### src/rtl/cwg_consts.vh
// Constants shared by the complementary waveform generator files
//
// Contract
// - Two output waveforms, primary and complement, are made from the one selected input.
// - Each output's off-to-on edge may be delayed after the other's on-to-off edge.
// - A fault ends active drive at once so that it cannot do damage; the code takes three core clocks, two of them in the synchroniser.
// - One clock-select bit picks the system clock or the 16 MHz internal oscillator.
// - A three-bit field picks comparator, one of four PWM channels, oscillator or logic cell.
// - Right after the module is enabled both drives start cleared.
// - Each output has its own enable, and while it is clear the pin is not controlled.
// - While an output is enabled it shows the override level or the active waveform.
// - While the module enable is clear, output enables and drive levels have no effect.
// - Each output has a polarity bit: set means active-high, clear means active-low.
// - Override levels are never changed by the polarity bits.
// - Dead time is counted by two independent six-bit counters on the module clock.
`ifndef CWG_CONSTS_VH
`define CWG_CONSTS_VH

// ----------------------------------------
// Register bus
// ----------------------------------------
`define CWG_ADDR_W 3
`define CWG_DATA_W 8
`define CWG_ADDR_CON0 3'h0
`define CWG_ADDR_CON1 3'h1
`define CWG_ADDR_DB_RISE 3'h2
`define CWG_ADDR_DB_FALL 3'h3
`define CWG_ADDR_SHUT 3'h4
`define CWG_ADDR_STATUS 3'h5

// ----------------------------------------
// Field positions
// ----------------------------------------
`define CWG_BIT_EN 7
`define CWG_BIT_OEA 6
`define CWG_BIT_OEB 5
`define CWG_BIT_POLA 4
`define CWG_BIT_POLB 3
`define CWG_BIT_CS 0
`define CWG_BIT_SW_SHUT 0
`define CWG_BIT_SHUT_STATE 1
`define CWG_BIT_OVR_A 2
`define CWG_BIT_OVR_B 3
`define CWG_DB_W 6
`define CWG_IS_W 3
`define CWG_BIT_ACT_A 0
`define CWG_BIT_ACT_B 1
`define CWG_BIT_BUSY_R 2
`define CWG_BIT_BUSY_F 3
`define CWG_BIT_LEVEL 4
`define CWG_BIT_FAULT 5

// ----------------------------------------
// Reset values
// ----------------------------------------
`define CWG_CON0_RST 8'h00
`define CWG_IS_RST 3'h0
`define CWG_DB_RST 6'h00

// ----------------------------------------
// Input source codes
// ----------------------------------------
`define CWG_SRC_CMP 3'h0
`define CWG_SRC_PWM1 3'h1
`define CWG_SRC_PWM2 3'h2
`define CWG_SRC_PWM3 3'h3
`define CWG_SRC_PWM4 3'h4
`define CWG_SRC_NCO 3'h5
`define CWG_SRC_LC 3'h6
`define CWG_NUM_SRC 7

// ----------------------------------------
// Clock rates in MHz, sized to the phase accumulator
// ----------------------------------------
`define CWG_SYS_CLK_MHZ 7'h32
`define CWG_HFOSC_MHZ 7'h10
// One bit of headroom: the sum before wrap reaches 64, which six bits would lose
`define CWG_ACC_W 7

`endif

### src/rtl/cwg_in_sel.v
// Input synchroniser and source selector
`timescale 1ns/1ps
`include "cwg_consts.vh"

module cwg_in_sel #(
  parameter NUM_SRC = `CWG_NUM_SRC
) (
  // Clock and reset
  input wire i_core_clk,
  input wire i_rst,
  // Sources and selection
  input wire [NUM_SRC-1:0] i_src,
  input wire [`CWG_IS_W-1:0] i_sel,
  // Selected level
  output reg o_level
);

  reg [NUM_SRC-1:0] meta;
  reg [NUM_SRC-1:0] sync;

  // Pick one synced source; the reserved code reads as a quiet low input
  function pick;
    input [NUM_SRC-1:0] src;
    input [`CWG_IS_W-1:0] sel;
    begin
      if (sel < NUM_SRC) begin
        pick = src[sel];
      end else begin
        pick = 1'b0;
      end
    end
  endfunction

  // Two-stage synchroniser per source, since producers may sit on other clocks
  genvar g;
  generate
    for (g = 0; g < NUM_SRC; g = g + 1) begin : g_sync
      always @(posedge i_core_clk) begin
        if (i_rst) begin
          meta[g] <= 1'b0;
          sync[g] <= 1'b0;
        end else begin
          meta[g] <= i_src[g];
          sync[g] <= meta[g];
        end
      end
    end
  endgenerate

  // Registered selection
  always @(posedge i_core_clk) begin
    if (i_rst) begin
      o_level <= 1'b0;
    end else begin
      o_level <= pick(sync, i_sel);
    end
  end

endmodule

### src/rtl/cwg_dead_band.v
// Dead-band delay for one output edge
`timescale 1ns/1ps
`include "cwg_consts.vh"

module cwg_dead_band #(
  parameter CNT_W = `CWG_DB_W
) (
  // Clock and reset
  input wire i_core_clk,
  input wire i_rst,
  // Control
  input wire i_clear,
  input wire i_tick,
  input wire [CNT_W-1:0] i_delay,
  // Waveform
  input wire i_level,
  output reg o_active,
  output reg o_busy
);

  reg level_d;
  reg [CNT_W-1:0] cnt;

  // Rise is delayed by i_delay module-clock ticks, fall is passed at once
  always @(posedge i_core_clk) begin
    if (i_rst || i_clear) begin
      level_d <= 1'b0;
      cnt <= {CNT_W{1'b0}};
      o_busy <= 1'b0;
      o_active <= 1'b0;
    end else begin
      level_d <= i_level;
      if (!i_level) begin
        o_active <= 1'b0;
        o_busy <= 1'b0;
      end else if (!level_d) begin
        if (i_delay == {CNT_W{1'b0}}) begin
          o_active <= 1'b1;
        end else begin
          cnt <= i_delay;
          o_busy <= 1'b1;
        end
      end else if (o_busy && i_tick) begin
        if (cnt == {{(CNT_W-1){1'b0}}, 1'b1}) begin
          o_active <= 1'b1;
          o_busy <= 1'b0;
        end
        cnt <= cnt - {{(CNT_W-1){1'b0}}, 1'b1};
      end
    end
  end

endmodule

### src/rtl/cwg_top.v
// Complementary waveform generator top: registers, clocking, output stage
//
// The strobed register port and the address map were decided locally.
`timescale 1ns/1ps
`include "cwg_consts.vh"

module cwg_top #(
  parameter DB_W = `CWG_DB_W
) (
  // Clock and reset
  input wire i_core_clk,
  input wire i_rst,

  // Register port
  input wire [`CWG_ADDR_W-1:0] i_addr,
  input wire [`CWG_DATA_W-1:0] i_wdata,
  input wire i_wr,
  input wire i_rd,
  output reg [`CWG_DATA_W-1:0] o_rdata,

  // Waveform sources
  input wire i_comparator_sync_out,
  input wire i_pwm_channel1_out,
  input wire i_pwm_channel2_out,
  input wire i_pwm_channel3_out,
  input wire i_pwm_channel4_out,
  input wire i_numeric_osc_out,
  input wire i_logic_cell_out,

  // Fault input, active high
  input wire i_fault,

  // Output pins
  output reg o_primary_drive,
  output reg o_primary_oe,
  output reg o_complement_drive,
  output reg o_complement_oe
);

  // ----------------------------------------
  // Register state
  // ----------------------------------------
  reg module_enable;
  reg primary_output_enable;
  reg complement_output_enable;
  reg primary_polarity;
  reg complement_polarity;
  reg clock_source_select;
  reg [`CWG_IS_W-1:0] input_source_select;
  reg [DB_W-1:0] rise_delay;
  reg [DB_W-1:0] fall_delay;
  reg sw_shutdown;
  reg shutdown_state;
  reg override_a;
  reg override_b;

  // ----------------------------------------
  // Internal signals
  // ----------------------------------------
  wire wr_con0;
  wire wr_con1;
  wire wr_rise;
  wire wr_fall;
  wire wr_shut;
  wire sel_level;
  wire primary_active;
  wire complement_active;
  wire rise_busy;
  wire fall_busy;
  reg enable_d;
  wire enable_start;
  reg fault_meta;
  reg fault_sync;
  reg [`CWG_ACC_W-1:0] acc;
  reg [`CWG_ACC_W-1:0] next_acc;
  reg osc_tick;
  reg next_osc_tick;
  wire tick;
  reg next_shutdown;
  reg [`CWG_DATA_W-1:0] next_rdata;
  reg next_a;
  reg next_b;

  // Address decode shared by all write strobes
  function hit;
    input [`CWG_ADDR_W-1:0] addr;
    input [`CWG_ADDR_W-1:0] target;
    begin
      hit = (addr == target);
    end
  endfunction

  assign wr_con0 = i_wr && hit(i_addr, `CWG_ADDR_CON0);
  assign wr_con1 = i_wr && hit(i_addr, `CWG_ADDR_CON1);
  assign wr_rise = i_wr && hit(i_addr, `CWG_ADDR_DB_RISE);
  assign wr_fall = i_wr && hit(i_addr, `CWG_ADDR_DB_FALL);
  assign wr_shut = i_wr && hit(i_addr, `CWG_ADDR_SHUT);

  // ----------------------------------------
  // Control registers
  // ----------------------------------------
  // Control word 0: enables, polarities and clock select
  always @(posedge i_core_clk) begin
    if (i_rst) begin
      module_enable <= 1'b0;
      primary_output_enable <= 1'b0;
      complement_output_enable <= 1'b0;
      primary_polarity <= 1'b0;
      complement_polarity <= 1'b0;
      clock_source_select <= 1'b0;
    end else if (wr_con0) begin
      module_enable <= i_wdata[`CWG_BIT_EN];
      primary_output_enable <= i_wdata[`CWG_BIT_OEA];
      complement_output_enable <= i_wdata[`CWG_BIT_OEB];
      primary_polarity <= i_wdata[`CWG_BIT_POLA];
      complement_polarity <= i_wdata[`CWG_BIT_POLB];
      clock_source_select <= i_wdata[`CWG_BIT_CS];
    end
  end

  // Control word 1 and dead-band delays
  always @(posedge i_core_clk) begin
    if (i_rst) begin
      input_source_select <= `CWG_IS_RST;
      rise_delay <= `CWG_DB_RST;
      fall_delay <= `CWG_DB_RST;
    end else begin
      if (wr_con1) begin
        input_source_select <= i_wdata[`CWG_IS_W-1:0];
      end
      if (wr_rise) begin
        rise_delay <= i_wdata[DB_W-1:0];
      end
      if (wr_fall) begin
        fall_delay <= i_wdata[DB_W-1:0];
      end
    end
  end

  // Shutdown control: software request and override levels
  always @(posedge i_core_clk) begin
    if (i_rst) begin
      sw_shutdown <= 1'b0;
      override_a <= 1'b0;
      override_b <= 1'b0;
    end else if (wr_shut) begin
      sw_shutdown <= i_wdata[`CWG_BIT_SW_SHUT];
      override_a <= i_wdata[`CWG_BIT_OVR_A];
      override_b <= i_wdata[`CWG_BIT_OVR_B];
    end
  end

  // ----------------------------------------
  // Fault synchroniser
  // ----------------------------------------
  // Fault source may be asynchronous; only the second stage is looked at
  always @(posedge i_core_clk) begin
    if (i_rst) begin
      fault_meta <= 1'b0;
      fault_sync <= 1'b0;
    end else begin
      fault_meta <= i_fault;
      fault_sync <= fault_meta;
    end
  end

  // Shutdown state is sticky; a new fault beats a software clear
  always @* begin
    next_shutdown = shutdown_state;
    if (wr_shut && !i_wdata[`CWG_BIT_SHUT_STATE]) begin
      next_shutdown = 1'b0;
    end
    if (fault_sync || sw_shutdown) begin
      next_shutdown = 1'b1;
    end
  end

  always @(posedge i_core_clk) begin
    if (i_rst) begin
      shutdown_state <= 1'b0;
    end else begin
      shutdown_state <= next_shutdown;
    end
  end

  // ----------------------------------------
  // Module clock
  // ----------------------------------------
  // The oscillator rate is made as a fractional tick from the core clock,
  // so the whole block stays in one domain; jitter is one core period
  always @* begin
    next_acc = acc + `CWG_HFOSC_MHZ;
    next_osc_tick = 1'b0;
    if (next_acc >= `CWG_SYS_CLK_MHZ) begin
      next_acc = next_acc - `CWG_SYS_CLK_MHZ;
      next_osc_tick = 1'b1;
    end
  end

  always @(posedge i_core_clk) begin
    if (i_rst) begin
      acc <= {`CWG_ACC_W{1'b0}};
      osc_tick <= 1'b0;
    end else begin
      acc <= next_acc;
      osc_tick <= next_osc_tick;
    end
  end

  // Clear picks the system clock, set picks the oscillator
  assign tick = clock_source_select ? osc_tick : 1'b1;

  // ----------------------------------------
  // Waveform path
  // ----------------------------------------
  cwg_in_sel #(
    .NUM_SRC(`CWG_NUM_SRC)
  ) u_in_sel (
    .i_core_clk(i_core_clk),
    .i_rst(i_rst),
    .i_src({i_logic_cell_out, i_numeric_osc_out, i_pwm_channel4_out,
            i_pwm_channel3_out, i_pwm_channel2_out, i_pwm_channel1_out,
            i_comparator_sync_out}),
    .i_sel(input_source_select),
    .o_level(sel_level)
  );

  // Enable edge, used to restart both drives cleared
  always @(posedge i_core_clk) begin
    if (i_rst) begin
      enable_d <= 1'b0;
    end else begin
      enable_d <= module_enable;
    end
  end

  assign enable_start = module_enable && !enable_d;

  // Primary follows the input, delayed on its rising edge
  cwg_dead_band #(
    .CNT_W(DB_W)
  ) u_db_rise (
    .i_core_clk(i_core_clk),
    .i_rst(i_rst),
    .i_clear(!module_enable || enable_start || shutdown_state),
    .i_tick(tick),
    .i_delay(rise_delay),
    .i_level(sel_level),
    .o_active(primary_active),
    .o_busy(rise_busy)
  );

  // Complement follows the inverted input, delayed on the falling edge
  cwg_dead_band #(
    .CNT_W(DB_W)
  ) u_db_fall (
    .i_core_clk(i_core_clk),
    .i_rst(i_rst),
    .i_clear(!module_enable || enable_start || shutdown_state),
    .i_tick(tick),
    .i_delay(fall_delay),
    .i_level(!sel_level),
    .o_active(complement_active),
    .o_busy(fall_busy)
  );

  // ----------------------------------------
  // Output stage
  // ----------------------------------------
  // Shutdown shows override levels unchanged; otherwise the active level
  // is mapped through polarity, where clear polarity means active-low
  always @* begin
    if (shutdown_state || next_shutdown) begin
      next_a = override_a;
      next_b = override_b;
    end else begin
      next_a = primary_polarity ? primary_active : !primary_active;
      next_b = complement_polarity ? complement_active : !complement_active;
    end
  end

  // Pins are only driven while both module and output enables are set
  always @(posedge i_core_clk) begin
    if (i_rst) begin
      o_primary_drive <= 1'b0;
      o_complement_drive <= 1'b0;
      o_primary_oe <= 1'b0;
      o_complement_oe <= 1'b0;
    end else begin
      o_primary_oe <= module_enable && primary_output_enable;
      o_complement_oe <= module_enable && complement_output_enable;
      o_primary_drive <= module_enable ? next_a : 1'b0;
      o_complement_drive <= module_enable ? next_b : 1'b0;
    end
  end

  // ----------------------------------------
  // Read path
  // ----------------------------------------
  // Unmapped addresses read zero; read data stands for one cycle only
  always @* begin
    next_rdata = {`CWG_DATA_W{1'b0}};
    case (i_addr)
      `CWG_ADDR_CON0: begin
        next_rdata[`CWG_BIT_EN] = module_enable;
        next_rdata[`CWG_BIT_OEA] = primary_output_enable;
        next_rdata[`CWG_BIT_OEB] = complement_output_enable;
        next_rdata[`CWG_BIT_POLA] = primary_polarity;
        next_rdata[`CWG_BIT_POLB] = complement_polarity;
        next_rdata[`CWG_BIT_CS] = clock_source_select;
      end
      `CWG_ADDR_CON1: begin
        next_rdata[`CWG_IS_W-1:0] = input_source_select;
      end
      `CWG_ADDR_DB_RISE: begin
        next_rdata[DB_W-1:0] = rise_delay;
      end
      `CWG_ADDR_DB_FALL: begin
        next_rdata[DB_W-1:0] = fall_delay;
      end
      `CWG_ADDR_SHUT: begin
        next_rdata[`CWG_BIT_SW_SHUT] = sw_shutdown;
        next_rdata[`CWG_BIT_SHUT_STATE] = shutdown_state;
        next_rdata[`CWG_BIT_OVR_A] = override_a;
        next_rdata[`CWG_BIT_OVR_B] = override_b;
      end
      `CWG_ADDR_STATUS: begin
        next_rdata[`CWG_BIT_ACT_A] = primary_active;
        next_rdata[`CWG_BIT_ACT_B] = complement_active;
        next_rdata[`CWG_BIT_BUSY_R] = rise_busy;
        next_rdata[`CWG_BIT_BUSY_F] = fall_busy;
        next_rdata[`CWG_BIT_LEVEL] = sel_level;
        next_rdata[`CWG_BIT_FAULT] = fault_sync;
      end
      default: begin
        next_rdata = {`CWG_DATA_W{1'b0}};
      end
    endcase
  end

  always @(posedge i_core_clk) begin
    if (i_rst) begin
      o_rdata <= {`CWG_DATA_W{1'b0}};
    end else if (i_rd) begin
      o_rdata <= next_rdata;
    end else begin
      o_rdata <= {`CWG_DATA_W{1'b0}};
    end
  end

endmodule

### config.mk
export PLATFORM = sky130hd
export DESIGN_NAME = cwg_top
export DESIGN_NICKNAME = d
export VERILOG_FILES = /design/src/rtl/cwg_in_sel.v /design/src/rtl/cwg_dead_band.v /design/src/rtl/cwg_top.v
export VERILOG_INCLUDE_DIRS = /design/src /design/src/rtl
export SDC_FILE = /design/constraint.sdc
export NUM_CORES = 1
export LEC_CHECK = 0
export BUFFER_PORTS_ARGS = -buffer_cell sky130_fd_sc_hd__buf_4
export CELL_PAD_IN_SITES_DETAIL_PLACEMENT = 0
export CELL_PAD_IN_SITES_GLOBAL_PLACEMENT = 1
export CORE_ASPECT_RATIO = 0.75
export CORE_MARGIN = 10
export CORE_UTILIZATION = 25
export CTS_CLUSTER_DIAMETER = 100
export DETAILED_ROUTE_END_ITERATION = 7
export PLACE_DENSITY = 0.49
export SYNTH_ARGS = -nofsm -noshare
export SYNTH_HDL_FRONTEND = slang
export SYNTH_SLANG_ARGS = --single-unit
### constraint.sdc
create_clock -name i_core_clk -period 2.06 [get_ports i_core_clk]
set_input_delay 0.103 -clock i_core_clk [delete_from_list [all_inputs] [get_ports i_core_clk]]
set_output_delay 0.103 -clock i_core_clk [all_outputs]
set_load 0.05 [all_outputs]
==> summary.txt <==
GRT
  • Overflow left after global routing: 0
  • Largest net degree at the start of global routing: 46
  • GRT Util Overall: 10.27%
  • First-pass GRT wire length: 15.64 mm
  • Initial antenna violation count: 0
  • Vias in the first global route: 2843

Clocking
  • H-tree levels: 3
  • Max clock buf depth: 2
  • Clk slew on worst S/H paths: 60 ps
  • Post_cts resized: 0
  • Sink Count: 80
  • CTS tree: done
  • Clock Latency Late Sink: 340 ps
  • CTS Root Cell: clkbuf_16
  • Cts hold-fix bufs: 10
  • Setup bufs post-CTS: 0
  • CTS buffer count: 9

STA
  • Max Fclk: 539.1 MHz
  • Period utilisation layout: 90.04%
  • Worst slew pin tran: 632.3 ps
  • Fin crit period: 1855 ps
  • Clock skew: 4.491 ps
  • Final setup TNS: 0 ps
  • Final slew viol count: 0
  • Fin. Hold Viols: 0
  • Slew HR: 57.84%
  • RSZ-0062 raised after global routing: no
  • Final Setup Violations: 0

Placed design
  • Port Buf Inserts: 34
  • Placed inst area: 4058 um2
  • DPL Wire Length: 7.079 mm
  • Routability congestion estimate: 0.7923

Logic synthesis
  • Largest cells by area after synthesis: dfxtp_1, mux2i_1, nor2_1, nor2b_1, ha_1
  • Mean Syn Cell Area: 9.438 um2
  • Number of flops mapped to enable cells by yosys: 0
  • Synth Warn #: 0
  • Xor/xnor cell area share of the yosys netlist: 0.9794%
  • Area leader, netlist: dfxtp_1
  • Multiplexer share of the synthesized area: 11.16%
  • Synth Area in Simple Gates: 21.27%
  • Largest family of logic cells by synthesized area: simple AND/OR/NAND/NOR gates
  • Most numerous cell in the Yosys netlist: dfxtp_1
  • Ys flop type: dfxtp_1
  • Synthesized area: 3577 um2
  • Synthesis-stage register bit count: 80
  • Ys async rst share: 0%
  • Syn nets: 410
  • Library cells used by synthesis: 60
  • Synth cell count leaders: dfxtp_1, nor2_1, mux2i_1, nor2b_1, inv_1
  • Post-synthesis sequential area ratio: 44.77%
  • Adder-cell share of the synthesized area: 2.798%
  • Gate count of the mapped netlist: 379
  • Top cell type's share of synthesized area: 44.77%
  • Complex-gate fraction of the synthesized area: 14.59%

Worst setup path
  • Worst path buffer plus inverter count: 1
  • R2r setup slk: 210 ps
  • CP Capture Type: flop
  • Max incr delay on CP: 420 ps
  • Startpoint Class: flop
  • Critical path type: reg2reg
  • Required time worst endpoint: 2330 ps
  • Crit path max fanout: 8
  • Crit-path leading delay family: compound AO/OA/AOI/OAI gates
  • Crit-path slowest cell: dfxtp_1
  • Crit-path cells: inv_1 > ha_1 > o31a_1 > or3_1 > a21oi_1
  • Crit path DAT: 2120 ps

Worst hold path
  • Worst hold path type: in2reg

Power and ir drop
  • VDD IR max: 0.0005819 V
  • PwrDens: 954.6 nW/um2
  • Static leakage: 0.001818 uW

Floorplanning
  • Core box area: 13890 um2
  • Horiz. Die Dim: 158.1 um
  • Die ar.: 19540 um2
  • Vert. Die Dim: 123.6 um
  • Initial core utilization: 25.76%
  • Ports: 35
  • # rows: 37

Drt
  • Routed WL per cell: 16.10 um
  • Vias per inst: 4.828
  • Drt initial violations: 146
  • DRC violations left: 0
  • Detail Route Antenna Nets: 0
  • Via Count: 2921
  • DR pass1 iterations: 4
  • Total wire length: 9.741 mm

Finish
  • Fin nets: 456
  • Antenna diode count: 0
  • Layout area overhead: 27.21%
  • # fillers: 1446
  • Final Cell Area: 4551 um2
  • Layout cell share with drive strength beyond 1: 16.51%
  • Register Area: 1602 um2
  • Multi-input gate area: 1823 um2

Flow run
  • Max cap viols: 0

Outcome
  • Status: finished, final reports clean
logic make-up (layout without fill, tap and decap cells):
family | count (synthesis) | count (layout)
mux | 38 | 38
flops | 80 | 80
fa+ha+maj | 8 | 8
buf+inv | 37 | 88
xor+xnor | 4 | 4
compound gates | 72 | 72
simple gates | 140 | 140
metal layers:
| layer | vias up | global-route usage (%) | share of wire [%] |
|---|---|---|---|
| met4 | 0 | 3.522 | 0.92 |
| met1 | 1391 | 14.10 | 51 |
| met3 | 9 | 2.962 | 5.2 |
| met5 | - | 0 | 0 |
| li1 | 1457 | - | - |
| met2 | 64 | 15.10 | 42 |
sequential cells by signal, indices dropped and copies added (netlist names), 3 cells and up:
register / cells
rise_delay: 6
u_in_sel.sync: 7
u_in_sel.meta: 7
u_db_fall.cnt: 6
fall_delay: 6
input_source_select: 3
o_rdata: 8
acc: 6
u_db_rise.cnt: 6
where the power goes:
part | switching [uW] | internal [uW]
Clock | 657 | 1430
Sequential | 66.0 | 1630
Combinational | 301 | 254
Total | 1020 | 3320
per-stage QoR:
step	hold WS, ps	power, uW	std cells	util (%)	setup slack, ps
final	25.36	4344	605	32.77	205.1
after global routing	30.95	4546	605	32.77	103.1
after CTS	13.47	4411	605	32.77	196.2
after detailed placement	318.3	2272	579	29.22	223.5
after global placement	314.2	2262	579	29.22	310.2
after floorplan	231.2	2116	379	-	385.5
cell usage in the layout (no fill, tap or decap), types with 5 or more instances in the layout:
master,count
nor2b_1,22
dfxtp_1,80
dlygate4sd3_1,10
ha_1,8
a22oi_1,5
a21oi_1,13
nand2_1,12
mux2i_1,32
o21ai_0,8
inv_1,17
clkbuf_16,9
and3_1,5
nand4_1,5
bufinv_16,5
nor3_1,9
buf_4,44
mux2_2,5
nor4_1,5
nor2_1,48
and2_1,5
nand3_1,5
path summary, 6_finish.rpt:
check,from,end,depth (start not counted)
min reg2reg,u_in_sel.meta[3]$_SDFF_PP0_,u_in_sel.sync[3]$_SDFF_PP0_,1
max reg2reg,acc[4]$_SDFF_PP0_,acc[4]$_SDFF_PP0_,5
min,i_rst,primary_output_enable$_SDFFE_PP0P_,2
max,acc[4]$_SDFF_PP0_,acc[4]$_SDFF_PP0_,5
final cells by class:
cell class,instances,share of cell area [%]
timing repair buffer,55,9.898
sequential,80,35.19
clock buffer,9,4.949
multi-input combinational,262,40.06
clock inverter,7,3.684
inverter,17,1.402
tap,175,4.812
No activity file was read; power rests on OpenSTA's default activity.
